File: config.mk
export PLATFORM = sky130hd
export DESIGN_NAME = fsr_status_port
export DESIGN_NICKNAME = d
export VERILOG_FILES = /design/src/fsr_pkg.sv /design/src/fsr_status_if.sv /design/src/fsr_status_regs.sv /design/src/fsr_status_port.sv
export VERILOG_INCLUDE_DIRS = /design/src
export SDC_FILE = /design/constraint.sdc
export NUM_CORES = 1
export LEC_CHECK = 0
export ABC_CLOCK_PERIOD_IN_PS = 2900
export BUFFER_PORTS_ARGS = -buffer_cell sky130_fd_sc_hd__buf_2
export CORE_MARGIN = 10
export CORE_UTILIZATION = 35
export CTS_BUF_LIST = sky130_fd_sc_hd__clkbuf_8
export CTS_CLUSTER_DIAMETER = 50
export DETAILED_ROUTE_END_ITERATION = 12
export HOLD_SLACK_MARGIN = 0.06
export SYNTH_ARGS = -nofsm -noshare
export SYNTH_HDL_FRONTEND = slang
export SYNTH_SLANG_ARGS = --single-unit
File: constraint.sdc
create_clock -name sys_clk_in -period 2.9 [get_ports sys_clk_in]
set_input_delay 0.435 -clock sys_clk_in [delete_from_list [all_inputs] [get_ports sys_clk_in]]
set_output_delay 0.435 -clock sys_clk_in [all_outputs]
set_load 0.1 [all_outputs]
File: src/fsr_consts.svh
// constants of the flash status read port
`ifndef FSR_CONSTS_SVH
`define FSR_CONSTS_SVH

`define FSR_OPC_STATUS_READ   8'hd7
`define FSR_BYTE_WIDTH        8
`define FSR_BIT_CNT_LAST      3'h7
`define FSR_BIT_CNT_RESET     3'h0

`define FSR_B1_READY_BIT      7
`define FSR_B1_COMPARE_BIT    6
`define FSR_B1_CAPACITY_HI    5
`define FSR_B1_CAPACITY_LO    2
`define FSR_B1_PROTECT_BIT    1
`define FSR_B1_PAGE_SIZE_BIT  0

`define FSR_B2_READY_BIT      7
`define FSR_B2_RSVD6_BIT      6
`define FSR_B2_FAIL_BIT       5
`define FSR_B2_RSVD4_BIT      4
`define FSR_B2_RSVD3_BIT      3
`define FSR_B2_RSVD_LOW_HI    2
`define FSR_B2_RSVD_LOW_LO    0

`define FSR_RESERVED_VALUE    1'h0
`define FSR_COMPARE_RESET     1'h0
`define FSR_FAIL_RESET        1'h0
`define FSR_BYTE_RESET        8'h00
`define FSR_CAPACITY_DEFAULT  4'h5

`endif

File: src/fsr_pkg.sv
// types of the flash status read port
`default_nettype none

package fsr_pkg;
	typedef enum logic [1:0] {
		FSR_ST_IDLE,
		FSR_ST_OPCODE,
		FSR_ST_STATUS,
		FSR_ST_IGNORE
	} fsr_state_type;

	typedef logic [7:0] fsr_byte_type;
endpackage : fsr_pkg

`default_nettype wire

File: src/fsr_status_if.sv
// carrier of the two live status bytes between the modules
`default_nettype none

interface fsr_status_if;
	fsr_pkg::fsr_byte_type status_low_byte;
	fsr_pkg::fsr_byte_type status_high_byte;

	modport src (output status_low_byte, output status_high_byte);
	modport snk (input status_low_byte, input status_high_byte);
endinterface : fsr_status_if

`default_nettype wire

File: src/fsr_status_regs.sv
// status flags and assembly of the two status bytes
`include "fsr_consts.svh"
`default_nettype none

module fsr_status_regs (
	input  wire logic        clk_in,                // system clock
	input  wire logic        rst_n_in,              // synchronised reset, active low
	input  wire logic        busy_in,               // internal operation running
	input  wire logic        compare_done_in,       // compare finished, pulse
	input  wire logic        compare_mismatch_in,   // compare outcome with done
	input  wire logic        protect_sw_in,         // protection enabled by command
	input  wire logic        protect_hw_in,         // protection enabled by pin
	input  wire logic        page_binary_in,        // 1 = 512 byte page
	input  wire logic        erase_prog_done_in,    // erase/program ended, pulse
	input  wire logic        erase_prog_fail_in,    // some byte failed, with done
	input  wire logic        erase_prog_abort_in,   // operation aborted, with done
	input  wire logic [3:0]  capacity_code_in,      // fixed capacity code
	fsr_status_if.src        stat                   // live status bytes
);
	logic                  compare_q;
	logic                  compare_d;
	logic                  erase_program_fail_q;
	logic                  erase_program_fail_d;
	fsr_pkg::fsr_byte_type low_q;
	fsr_pkg::fsr_byte_type low_d;
	fsr_pkg::fsr_byte_type high_q;
	fsr_pkg::fsr_byte_type high_d;

	always_comb begin
		compare_d = compare_q;
		if (compare_done_in) begin
			compare_d = compare_mismatch_in;
		end
		erase_program_fail_d = erase_program_fail_q;
		// an aborted operation leaves the flag alone
		if (erase_prog_done_in && !erase_prog_abort_in) begin
			erase_program_fail_d = erase_prog_fail_in;
		end
		low_d = `FSR_BYTE_RESET;
		low_d[`FSR_B1_READY_BIT] = !busy_in;
		low_d[`FSR_B1_COMPARE_BIT] = compare_q;
		low_d[`FSR_B1_CAPACITY_HI:`FSR_B1_CAPACITY_LO] = capacity_code_in;
		low_d[`FSR_B1_PROTECT_BIT] = protect_sw_in | protect_hw_in;
		low_d[`FSR_B1_PAGE_SIZE_BIT] = page_binary_in;
		high_d = `FSR_BYTE_RESET;
		high_d[`FSR_B2_READY_BIT] = !busy_in;
		high_d[`FSR_B2_RSVD6_BIT] = `FSR_RESERVED_VALUE;
		high_d[`FSR_B2_FAIL_BIT] = erase_program_fail_q;
		high_d[`FSR_B2_RSVD4_BIT] = `FSR_RESERVED_VALUE;
		high_d[`FSR_B2_RSVD3_BIT] = `FSR_RESERVED_VALUE;
		high_d[`FSR_B2_RSVD_LOW_HI:`FSR_B2_RSVD_LOW_LO] = {3{`FSR_RESERVED_VALUE}};
	end

	always_ff @(posedge clk_in or negedge rst_n_in) begin
		if (!rst_n_in) begin
			compare_q <= `FSR_COMPARE_RESET;
			erase_program_fail_q <= `FSR_FAIL_RESET;
			low_q <= `FSR_BYTE_RESET;
			high_q <= `FSR_BYTE_RESET;
		end else begin
			compare_q <= compare_d;
			erase_program_fail_q <= erase_program_fail_d;
			low_q <= low_d;
			high_q <= high_d;
		end
	end

	assign stat.status_low_byte = low_q;
	assign stat.status_high_byte = high_q;
endmodule : fsr_status_regs

`default_nettype wire

File: src/fsr_status_port.sv
// serial status read port of the flash device
//
// Function
// status read accepted even while busy
// opcode d7h then one bit per clock
// after second byte restart with first byte
// bytes sampled live, ready bit per byte
// chip select high ends read, output floats
// ready bit 0 busy, 1 ready
// host polls until ready rises
// compare bit 1 on any mismatch
// fixed four-bit capacity code in 5:2
// protect bit set by software or pin
// page size bit 1 means 512
// fail flag reports last erase/program failure
// aborted operations never set fail flag
// fail flag refreshed after every operation; aborted ones leave it unchanged
// reserved high bits 6,4,3 read zero
// compare completion updates compare bit
// msb first, shifted on falling clock
`include "fsr_consts.svh"
`default_nettype none

module fsr_status_port #(
	parameter logic [3:0] CAPACITY_CODE = `FSR_CAPACITY_DEFAULT // arbitrary value
) (
	input  wire logic        sys_clk_in,            // system clock, 100 MHz
	input  wire logic        rst_n_in,              // async reset, active low
	input  wire logic        sck_in,                // serial clock pin
	input  wire logic        cs_n_in,               // chip select pin, active low
	input  wire logic        si_in,                 // serial data in pin
	output logic             so_out,                // serial data out pin value
	output logic             so_oe_out,             // serial data out drive enable
	input  wire logic        busy_in,               // internal operation running
	input  wire logic        compare_done_in,       // compare finished, pulse
	input  wire logic        compare_mismatch_in,   // compare outcome with done
	input  wire logic        protect_sw_in,         // protection enabled by command
	input  wire logic        protect_hw_in,         // protection enabled by pin
	input  wire logic        page_binary_in,        // 1 = 512 byte page
	input  wire logic        erase_prog_done_in,    // erase/program ended, pulse
	input  wire logic        erase_prog_fail_in,    // some byte failed, with done
	input  wire logic        erase_prog_abort_in,   // operation aborted, with done
	output logic             status_active_out      // status read in progress
);
	logic                  rst_s1_q;
	logic                  rst_s2_q;
	logic                  rst_n;

	logic                  sck_s1_q;
	logic                  sck_s2_q;
	logic                  sck_s3_q;
	logic                  cs_s1_q;
	logic                  cs_s2_q;
	logic                  si_s1_q;
	logic                  si_s2_q;
	logic                  sck_rise;
	logic                  sck_fall;
	logic                  selected;

	fsr_pkg::fsr_state_type state_q;
	fsr_pkg::fsr_state_type state_d;
	logic [2:0]            bit_cnt_q;
	logic [2:0]            bit_cnt_d;
	fsr_pkg::fsr_byte_type opcode_q;
	fsr_pkg::fsr_byte_type opcode_d;
	fsr_pkg::fsr_byte_type shift_q;
	fsr_pkg::fsr_byte_type shift_d;
	logic                  high_sel_q;
	logic                  high_sel_d;
	logic                  so_q;
	logic                  so_d;
	logic                  oe_q;
	logic                  oe_d;
	fsr_pkg::fsr_byte_type next_opcode;
	fsr_pkg::fsr_byte_type load_byte;

	fsr_status_if stat ();

	// reset release through two flops, assertion stays asynchronous
	always_ff @(posedge sys_clk_in or negedge rst_n_in) begin
		if (!rst_n_in) begin
			rst_s1_q <= 1'h0;
			rst_s2_q <= 1'h0;
		end else begin
			rst_s1_q <= 1'h1;
			rst_s2_q <= rst_s1_q;
		end
	end
	assign rst_n = rst_s2_q;

	// pins cross into the system clock; second stages feed logic, sck also a third stage for edges
	always_ff @(posedge sys_clk_in or negedge rst_n) begin
		if (!rst_n) begin
			sck_s1_q <= 1'h0;
			sck_s2_q <= 1'h0;
			sck_s3_q <= 1'h0;
			cs_s1_q <= 1'h1;
			cs_s2_q <= 1'h1;
			si_s1_q <= 1'h0;
			si_s2_q <= 1'h0;
		end else begin
			sck_s1_q <= sck_in;
			sck_s2_q <= sck_s1_q;
			sck_s3_q <= sck_s2_q;
			cs_s1_q <= cs_n_in;
			cs_s2_q <= cs_s1_q;
			si_s1_q <= si_in;
			si_s2_q <= si_s1_q;
		end
	end

	assign sck_rise = sck_s2_q & ~sck_s3_q;
	assign sck_fall = ~sck_s2_q & sck_s3_q;
	assign selected = ~cs_s2_q;

	fsr_status_regs u_regs (
		.clk_in              (sys_clk_in),
		.rst_n_in            (rst_n),
		.busy_in             (busy_in),
		.compare_done_in     (compare_done_in),
		.compare_mismatch_in (compare_mismatch_in),
		.protect_sw_in       (protect_sw_in),
		.protect_hw_in       (protect_hw_in),
		.page_binary_in      (page_binary_in),
		.erase_prog_done_in  (erase_prog_done_in),
		.erase_prog_fail_in  (erase_prog_fail_in),
		.erase_prog_abort_in (erase_prog_abort_in),
		.capacity_code_in    (CAPACITY_CODE),
		.stat                (stat.src)
	);

	assign next_opcode = {opcode_q[6:0], si_s2_q};
	// busy never blocks the read: bytes are taken fresh at each byte start
	assign load_byte = high_sel_q ? stat.status_high_byte : stat.status_low_byte;

	always_comb begin
		state_d = state_q;
		bit_cnt_d = bit_cnt_q;
		opcode_d = opcode_q;
		shift_d = shift_q;
		high_sel_d = high_sel_q;
		so_d = so_q;
		oe_d = oe_q;
		if (!selected) begin
			// deselect may come mid-byte; state, bit count, byte select and output enable return to rest
			state_d = fsr_pkg::FSR_ST_IDLE;
			bit_cnt_d = `FSR_BIT_CNT_RESET;
			high_sel_d = 1'h0;
			oe_d = 1'h0;
		end else begin
			case (state_q)
				fsr_pkg::FSR_ST_IDLE: begin
					state_d = fsr_pkg::FSR_ST_OPCODE;
					bit_cnt_d = `FSR_BIT_CNT_RESET;
					high_sel_d = 1'h0;
				end
				fsr_pkg::FSR_ST_OPCODE: begin
					// opcode bits are taken on rising clock edges only
					if (sck_rise) begin
						opcode_d = next_opcode;
						bit_cnt_d = bit_cnt_q + 3'h1;
						if (bit_cnt_q == `FSR_BIT_CNT_LAST) begin
							if (next_opcode == `FSR_OPC_STATUS_READ) begin
								state_d = fsr_pkg::FSR_ST_STATUS;
							end else begin
								state_d = fsr_pkg::FSR_ST_IGNORE;
							end
						end
					end
				end
				fsr_pkg::FSR_ST_STATUS: begin
					if (sck_fall) begin
						oe_d = 1'h1;
						bit_cnt_d = bit_cnt_q + 3'h1;
						if (bit_cnt_q == `FSR_BIT_CNT_RESET) begin
							so_d = load_byte[7];
							shift_d = {load_byte[6:0], 1'h0};
						end else begin
							so_d = shift_q[7];
							shift_d = {shift_q[6:0], 1'h0};
						end
						if (bit_cnt_q == `FSR_BIT_CNT_LAST) begin
							high_sel_d = ~high_sel_q;
						end
					end
				end
				fsr_pkg::FSR_ST_IGNORE: begin
					// other commands belong to other logic; the output stays off
					oe_d = 1'h0;
				end
				default: begin
					state_d = fsr_pkg::FSR_ST_IDLE;
					oe_d = 1'h0;
				end
			endcase
		end
	end

	always_ff @(posedge sys_clk_in or negedge rst_n) begin
		if (!rst_n) begin
			state_q <= fsr_pkg::FSR_ST_IDLE;
			bit_cnt_q <= `FSR_BIT_CNT_RESET;
			opcode_q <= `FSR_BYTE_RESET;
			shift_q <= `FSR_BYTE_RESET;
			high_sel_q <= 1'h0;
			so_q <= 1'h0;
			oe_q <= 1'h0;
		end else begin
			state_q <= state_d;
			bit_cnt_q <= bit_cnt_d;
			opcode_q <= opcode_d;
			shift_q <= shift_d;
			high_sel_q <= high_sel_d;
			so_q <= so_d;
			oe_q <= oe_d;
		end
	end

	assign so_out = so_q;
	assign so_oe_out = oe_q;
	assign status_active_out = (state_q == fsr_pkg::FSR_ST_STATUS);
endmodule : fsr_status_port

`default_nettype wire

==> results.json, run 1 <==
{
  "outcome": "finished, final reports clean",
  "rows": 24,
  "drt-initial-drc-count": 68,
  "drt-met1-wl_um": 1160,
  "synth_ff_type": "dfrtp_1",
  "p_per_area_nw_per_um2": 562,
  "fp.dieW_um": 88.3,
  "grt_pass1_wl_um": 4950,
  "clk_latency_ps": 290,
  "crit_chain": "inv_1 -> ha_1 -> buf_2",
  "clockBufferDepth": 2,
  "drv_cap": 0,
  "fin_crit_sh": 0.663,
  "cts_setup_buffers": 0,
  "finalPower_mw": 1.05,
  "synthCells": 133,
  "critPathSlowestCell": "buf_2",
  "rsz0062_at_grt": "false",
  "io_pins": 17,
  "drc_errors": 0,
  "ys_warn_count": 0,
  "yosysSeqAreaShare": 0.599,
  "antenna_found_initial": 0,
  "ant_nets": 0,
  "critical_path.top_delay_family": "buffers and inverters",
  "maxUsedRoutingLayer": "met4",
  "synth_common_cells": "37 x dfrtp_1, 14 x nor2_1, 13 x a21oi_1, 9 x mux2_2, 8 x ha_1",
  "core_area_um2": 4440,
  "syn2layout_area_growth_pct": 13.9,
  "grt_pass1_vias": 1137,
  "routed_wl_um": 2700,
  "cp-end-kind": "output pin",
  "drive_gt1_frac": 0.244,
  "syn_area_um2": 1630,
  "num_antenna_cells": 0,
  "port-buffer-count": 16,
  "dieArea_um2": 7800,
  "drv_slew": 0,
  "worstPathMaxFanout": 4,
  "hpwl_um": 2020,
  "nNetsFinal": 177,
  "synth_cell_types": 30,
  "holdCritPathClass": "reg2async",
  "cp-start-kind": "register",
  "period_minus_slack_ps": 1920,
  "netlist.area_leader.share": 0.567,
  "cp.required_ps": 2470,
  "tightest_slew_ps": 547,
  "synth_top_area_cell": "dfrtp_1",
  "vias_per_cell": 4.86,
  "die_h_um": 88.3,
  "htreeDepth": 2,
  "routed-via-count": 1010,
  "path_clk_slew_ps": 70,
  "path_buf_inv": 2,
  "grt-ovfl-total": 0,
  "syn_area_per_cell_um2": 12.3,
  "synth_edf_count": 0,
  "routed-wl-met2_um": 1320,
  "cts_made_buffers": 5,
  "gp_congestion": 0.775,
  "hold_viol": 0,
  "leakagePower_nw": 0.880,
  "grt_max_degree": 29,
  "clock_sinks": 39,
  "arrival_ps": 1490,
  "start_util": 0.367,
  "timing.fmax_ghz": 0.520,
  "grt_use_total": 0.0818,
  "drt_first_pass_iters": 5,
  "finClkSkew_ps": 8.14,
  "cts_tree": "built",
  "avgRoutedWirePerCell_um": 13.0,
  "met3_wirelength_um": 146,
  "critPathMaxStageDelay_ps": 450,
  "critPathKind": "reg2out",
  "ir_worst_vdd_mv": 0.280,
  "setup-tns-final_ps": 0,
  "max_slew_margin": 0.635,
  "synth_area_leaders": "dfrtp_1 57%, mux2_2 6.2%, ha_1 6.1%",
  "synth.most_common_cell": "dfrtp_1",
  "synth-seq-cells": 39,
  "ctsRootBufferMaster": "clkbuf_8",
  "async_flop_share": 1.00,
  "finalSetupViolations": 0
}
[registers in the layout, indices dropped and copies added (netlist names), 2 cells and up]
| register | count |
|---|---|
| opcode_q | 7 |
| shift_q | 7 |
| u_regs.stat.status_low_byte | 4 |
| bit_cnt_q | 3 |
| state_q | 2 |
| u_regs.stat.status_high_byte | 2 |
[cells in the final DEF (no fill, tap or decap), types with 3 or more instances in the layout]
cell type  count
nand3b_1       4
ha_1           8
nor2_1        14
clkbuf_8       5
mux2i_1        4
dfrtp_1       37
nor3b_1        3
buf_2         16
o21ai_0        3
nand2b_1       3
nand2_1        3
a21oi_1       13
inv_1         10
mux2_2         9
[worst register-to-register path: stages, from the launching register on]
cell and delay (ps):
dfrtp_1 420, inv_1 120, ha_1 270, a21oi_1 100, o31a_1 350, mux2_1 340
[metrics by stage]
step,hold slack [ps],util,cells,setup WS [ps],cell area [um2]
final,163,0.419,208,976,1860
after detailed placement,172,0.398,199,1210,1770
after global placement,153,0.398,199,1280,1770
after global routing,198,0.419,208,883,1860
after floorplan,139,-,134,700,1640
after CTS,176,0.419,208,965,1860
[timing repair]
item	in CTS	in global routing
endpoints found under the hold margin	2	0
hold buffers	1	0
gates resized for setup	0	0
setup endpoints to repair	0	0
[cells by family (layout without fill, tap and decap cells)]
family,after synthesis,in the layout,synth area share
simple gates,40,40,0.146
other cells,1,2,0.00230
fa+ha+maj,8,8,0.0613
mux,14,14,0.0935
buf+inv,11,33,0.0276
flops,39,39,0.599
compound gates,20,20,0.0697
[power breakdown]
| part | leakage (nW) | switching [mW] | internal, mW |
|---|---|---|---|
| registers | 0.470 | 0.0275 | 0.584 |
| clock network | 0.0519 | 0.171 | 0.160 |
| logic | 0.358 | 0.0498 | 0.0533 |
| total | 0.880 | 0.248 | 0.798 |
[metal layers]
layer | up-vias | track usage
met4 | 0 | 0.0441
met2 | 19 | 0.134
met5 | - | 0
met1 | 493 | 0.0881
li1 | 490 | -
met3 | 8 | 0.0349
[final timing paths]
check,startpoint,to,slack [ps],cells past startpoint
max,state_q[0],status_active_out,980,3
min,rst_n,opcode_q[5],160,0
max reg2reg,state_q[1],bit_cnt_q[2],1200,5
min reg2reg,rst_n,opcode_q[5],160,0
max in group asynchronous,rst_n,cs_s2_q,2000,1
min in group sys_clk_in,cs_n_in,cs_s1_q,250,1
[area by class of cell]
type | instances | area (um2)
fillers | 429 | 2580
flip-flops and latches | 39 | 978
multi-input cells | 84 | 613
repair buffers | 18 | 97.6
clock buffers | 5 | 68.8
well taps | 52 | 65.1
inverters | 7 | 26.3
clock inverters | 3 | 11.3
(Power assumes the default switching activity.)
==> run 2, diff against run 1 <==
- ABC_CLOCK_PERIOD_IN_PS: 2900 -> 1650
- clock period: 2.9 -> 1.65 ns (I/O delays scaled with it)
==> results.json, run 2 (synthesis gave the netlist of run 1 again) <==
{
  "p_sw_frac": 0.231,
  "vias_per_cell": 4.85,
  "core_area_um2": 4440,
  "clockPowerShare": 0.377,
  "drv_slew": 0,
  "finClkSkew_ps": 9.47,
  "worstPathMaxFanout": 7,
  "multi_input_area_um2": 633,
  "ant_nets": 0,
  "cp-start-kind": "register",
  "clk_latency_ps": 290,
  "final_cell_mix": "37 x dfrtp_1, 15 x buf_2, 14 x nor2_1",
  "final_common_cell": "dfrtp_1",
  "ir_worst_vdd_mv": 0.628,
  "drv_cap": 0,
  "drt-initial-drc-count": 67,
  "p_int_mw": 1.60,
  "finalSetupViolations": 0,
  "drive_gt1_frac": 0.315,
  "arrival_ps": 1720,
  "grt_max_degree": 19,
  "rsz0062_at_grt": "false",
  "cp-end-kind": "register",
  "grt_use_total": 0.0853,
  "fillers": 415,
  "switching_power_mw": 0.481,
  "cts_tree": "built",
  "finalPower_mw": 2.08,
  "p_per_area_nw_per_um2": 1020,
  "syn2layout_area_growth_pct": 25.0,
  "rows": 24,
  "grt_pass1_wl_um": 5220,
  "clock_sinks": 39,
  "cp.required_ps": 1820,
  "final_cell_count_no_fill": 220,
  "cts_made_buffers": 5,
  "outcome": "finished, final reports clean",
  "start_util": 0.367,
  "num_antenna_cells": 0,
  "holdCritPathClass": "in2reg",
  "avgRoutedWirePerCell_um": 13.1,
  "fin_hold_ws_ps": 96.1,
  "fin_crit_sh": 0.937,
  "placed_area_um2": 1840,
  "hold_viol": 0,
  "port-buffer-count": 16,
  "timing.final.ws_setup_ps": 104,
  "leakagePower_nw": 0.951,
  "drc_errors": 0,
  "ctsRootBufferMaster": "clkbuf_8",
  "period_minus_slack_ps": 1550,
  "io_pins": 17,
  "timing.fmax_ghz": 0.647,
  "htreeDepth": 2,
  "seqPwrFrac": 0.518,
  "clockBufferDepth": 2,
  "stdcell_area_um2": 2040,
  "setup-tns-final_ps": 0,
  "gp_congestion": 0.812,
  "critPathKind": "reg2reg",
  "routed_wl_um": 2880,
  "post-place-cells": 205,
  "path_clk_slew_ps": 80,
  "power_frac_comb": 0.105,
  "grt-ovfl-total": 0,
  "hpwl_um": 2110,
  "drt_first_pass_iters": 4,
  "antenna_found_initial": 0,
  "fin_util": 0.459,
  "die_h_um": 88.3,
  "dieArea_um2": 7800,
  "routed-via-count": 1068,
  "grt_pass1_vias": 1160,
  "fp.dieW_um": 88.3,
  "nNetsFinal": 189,
  "seq_area_um2": 978,
  "post-place-ws_ps": 12.8
}
==> run 2: cell count changes in the layout (fill, tap and decap cells not counted), sizes merged <==
cell | previous run | this run
dlygate4sd3 | 1 | 5
clkinv | 0 | 2
buf | 17 | 25
bufinv | 0 | 1
inv | 10 | 7
==> run 2: timing repair <==
action,in CTS,in global routing
endpoints found under the setup margin,2,8
hold endpoints to repair,6,0
buffers inserted,1,1
hold buffers,5,0
resized for setup,0,2
pin swaps,0,1
==> run 2: power by group through the flow <==
stage	sequential [mW]	combinational (mW)	clock, mW
3_5_place_dp	1.10	0.203	0
4_1_cts	1.08	0.216	0.806
5_1_grt	1.09	0.248	0.857
2_1_floorplan	1.08	0.137	0
6_report	1.08	0.218	0.783
3_3_place_gp	1.09	0.191	0
==> run 2: worst paths after layout <==
check / start / end / slack [ps] / depth (start not counted)
setup reg to reg: state_q[1] / opcode_q[2] / 100 / 5
min in group asynchronous: rst_n / opcode_q[1] / 170 / 0
hold / removal: busy_in / u_regs.stat.status_high_byte[7] / 100 / 2
hold reg to reg: rst_n / opcode_q[1] / 170 / 0
setup / recovery: state_q[1] / opcode_q[2] / 100 / 5
max in group asynchronous: rst_n / cs_s1_q / 840 / 1
==> run 2: layout make-up <==
cell class | count | area share
inverters | 7 | 0.0129
clock inverters | 3 | 0.0215
repair buffers | 30 | 0.110
clock buffers | 5 | 0.0337
well taps | 52 | 0.0319
flip-flops and latches | 39 | 0.479
multi-input cells | 84 | 0.310
==> run 2: per-layer routing <==
metal,wire (um),track usage,vias to the layer above
met5,0,0,-
met4,43,0.0352,0
met3,142,0.0349,4
met2,1400,0.132,21
met1,1300,0.103,526
li1,-,-,517
==> run 2: critical path, stage by stage (launching register included) <==
cell,delay [ps]
dfrtp_1,380
inv_1,100
ha_2,240
nor3b_4,240
buf_12,150
mux2_2,320
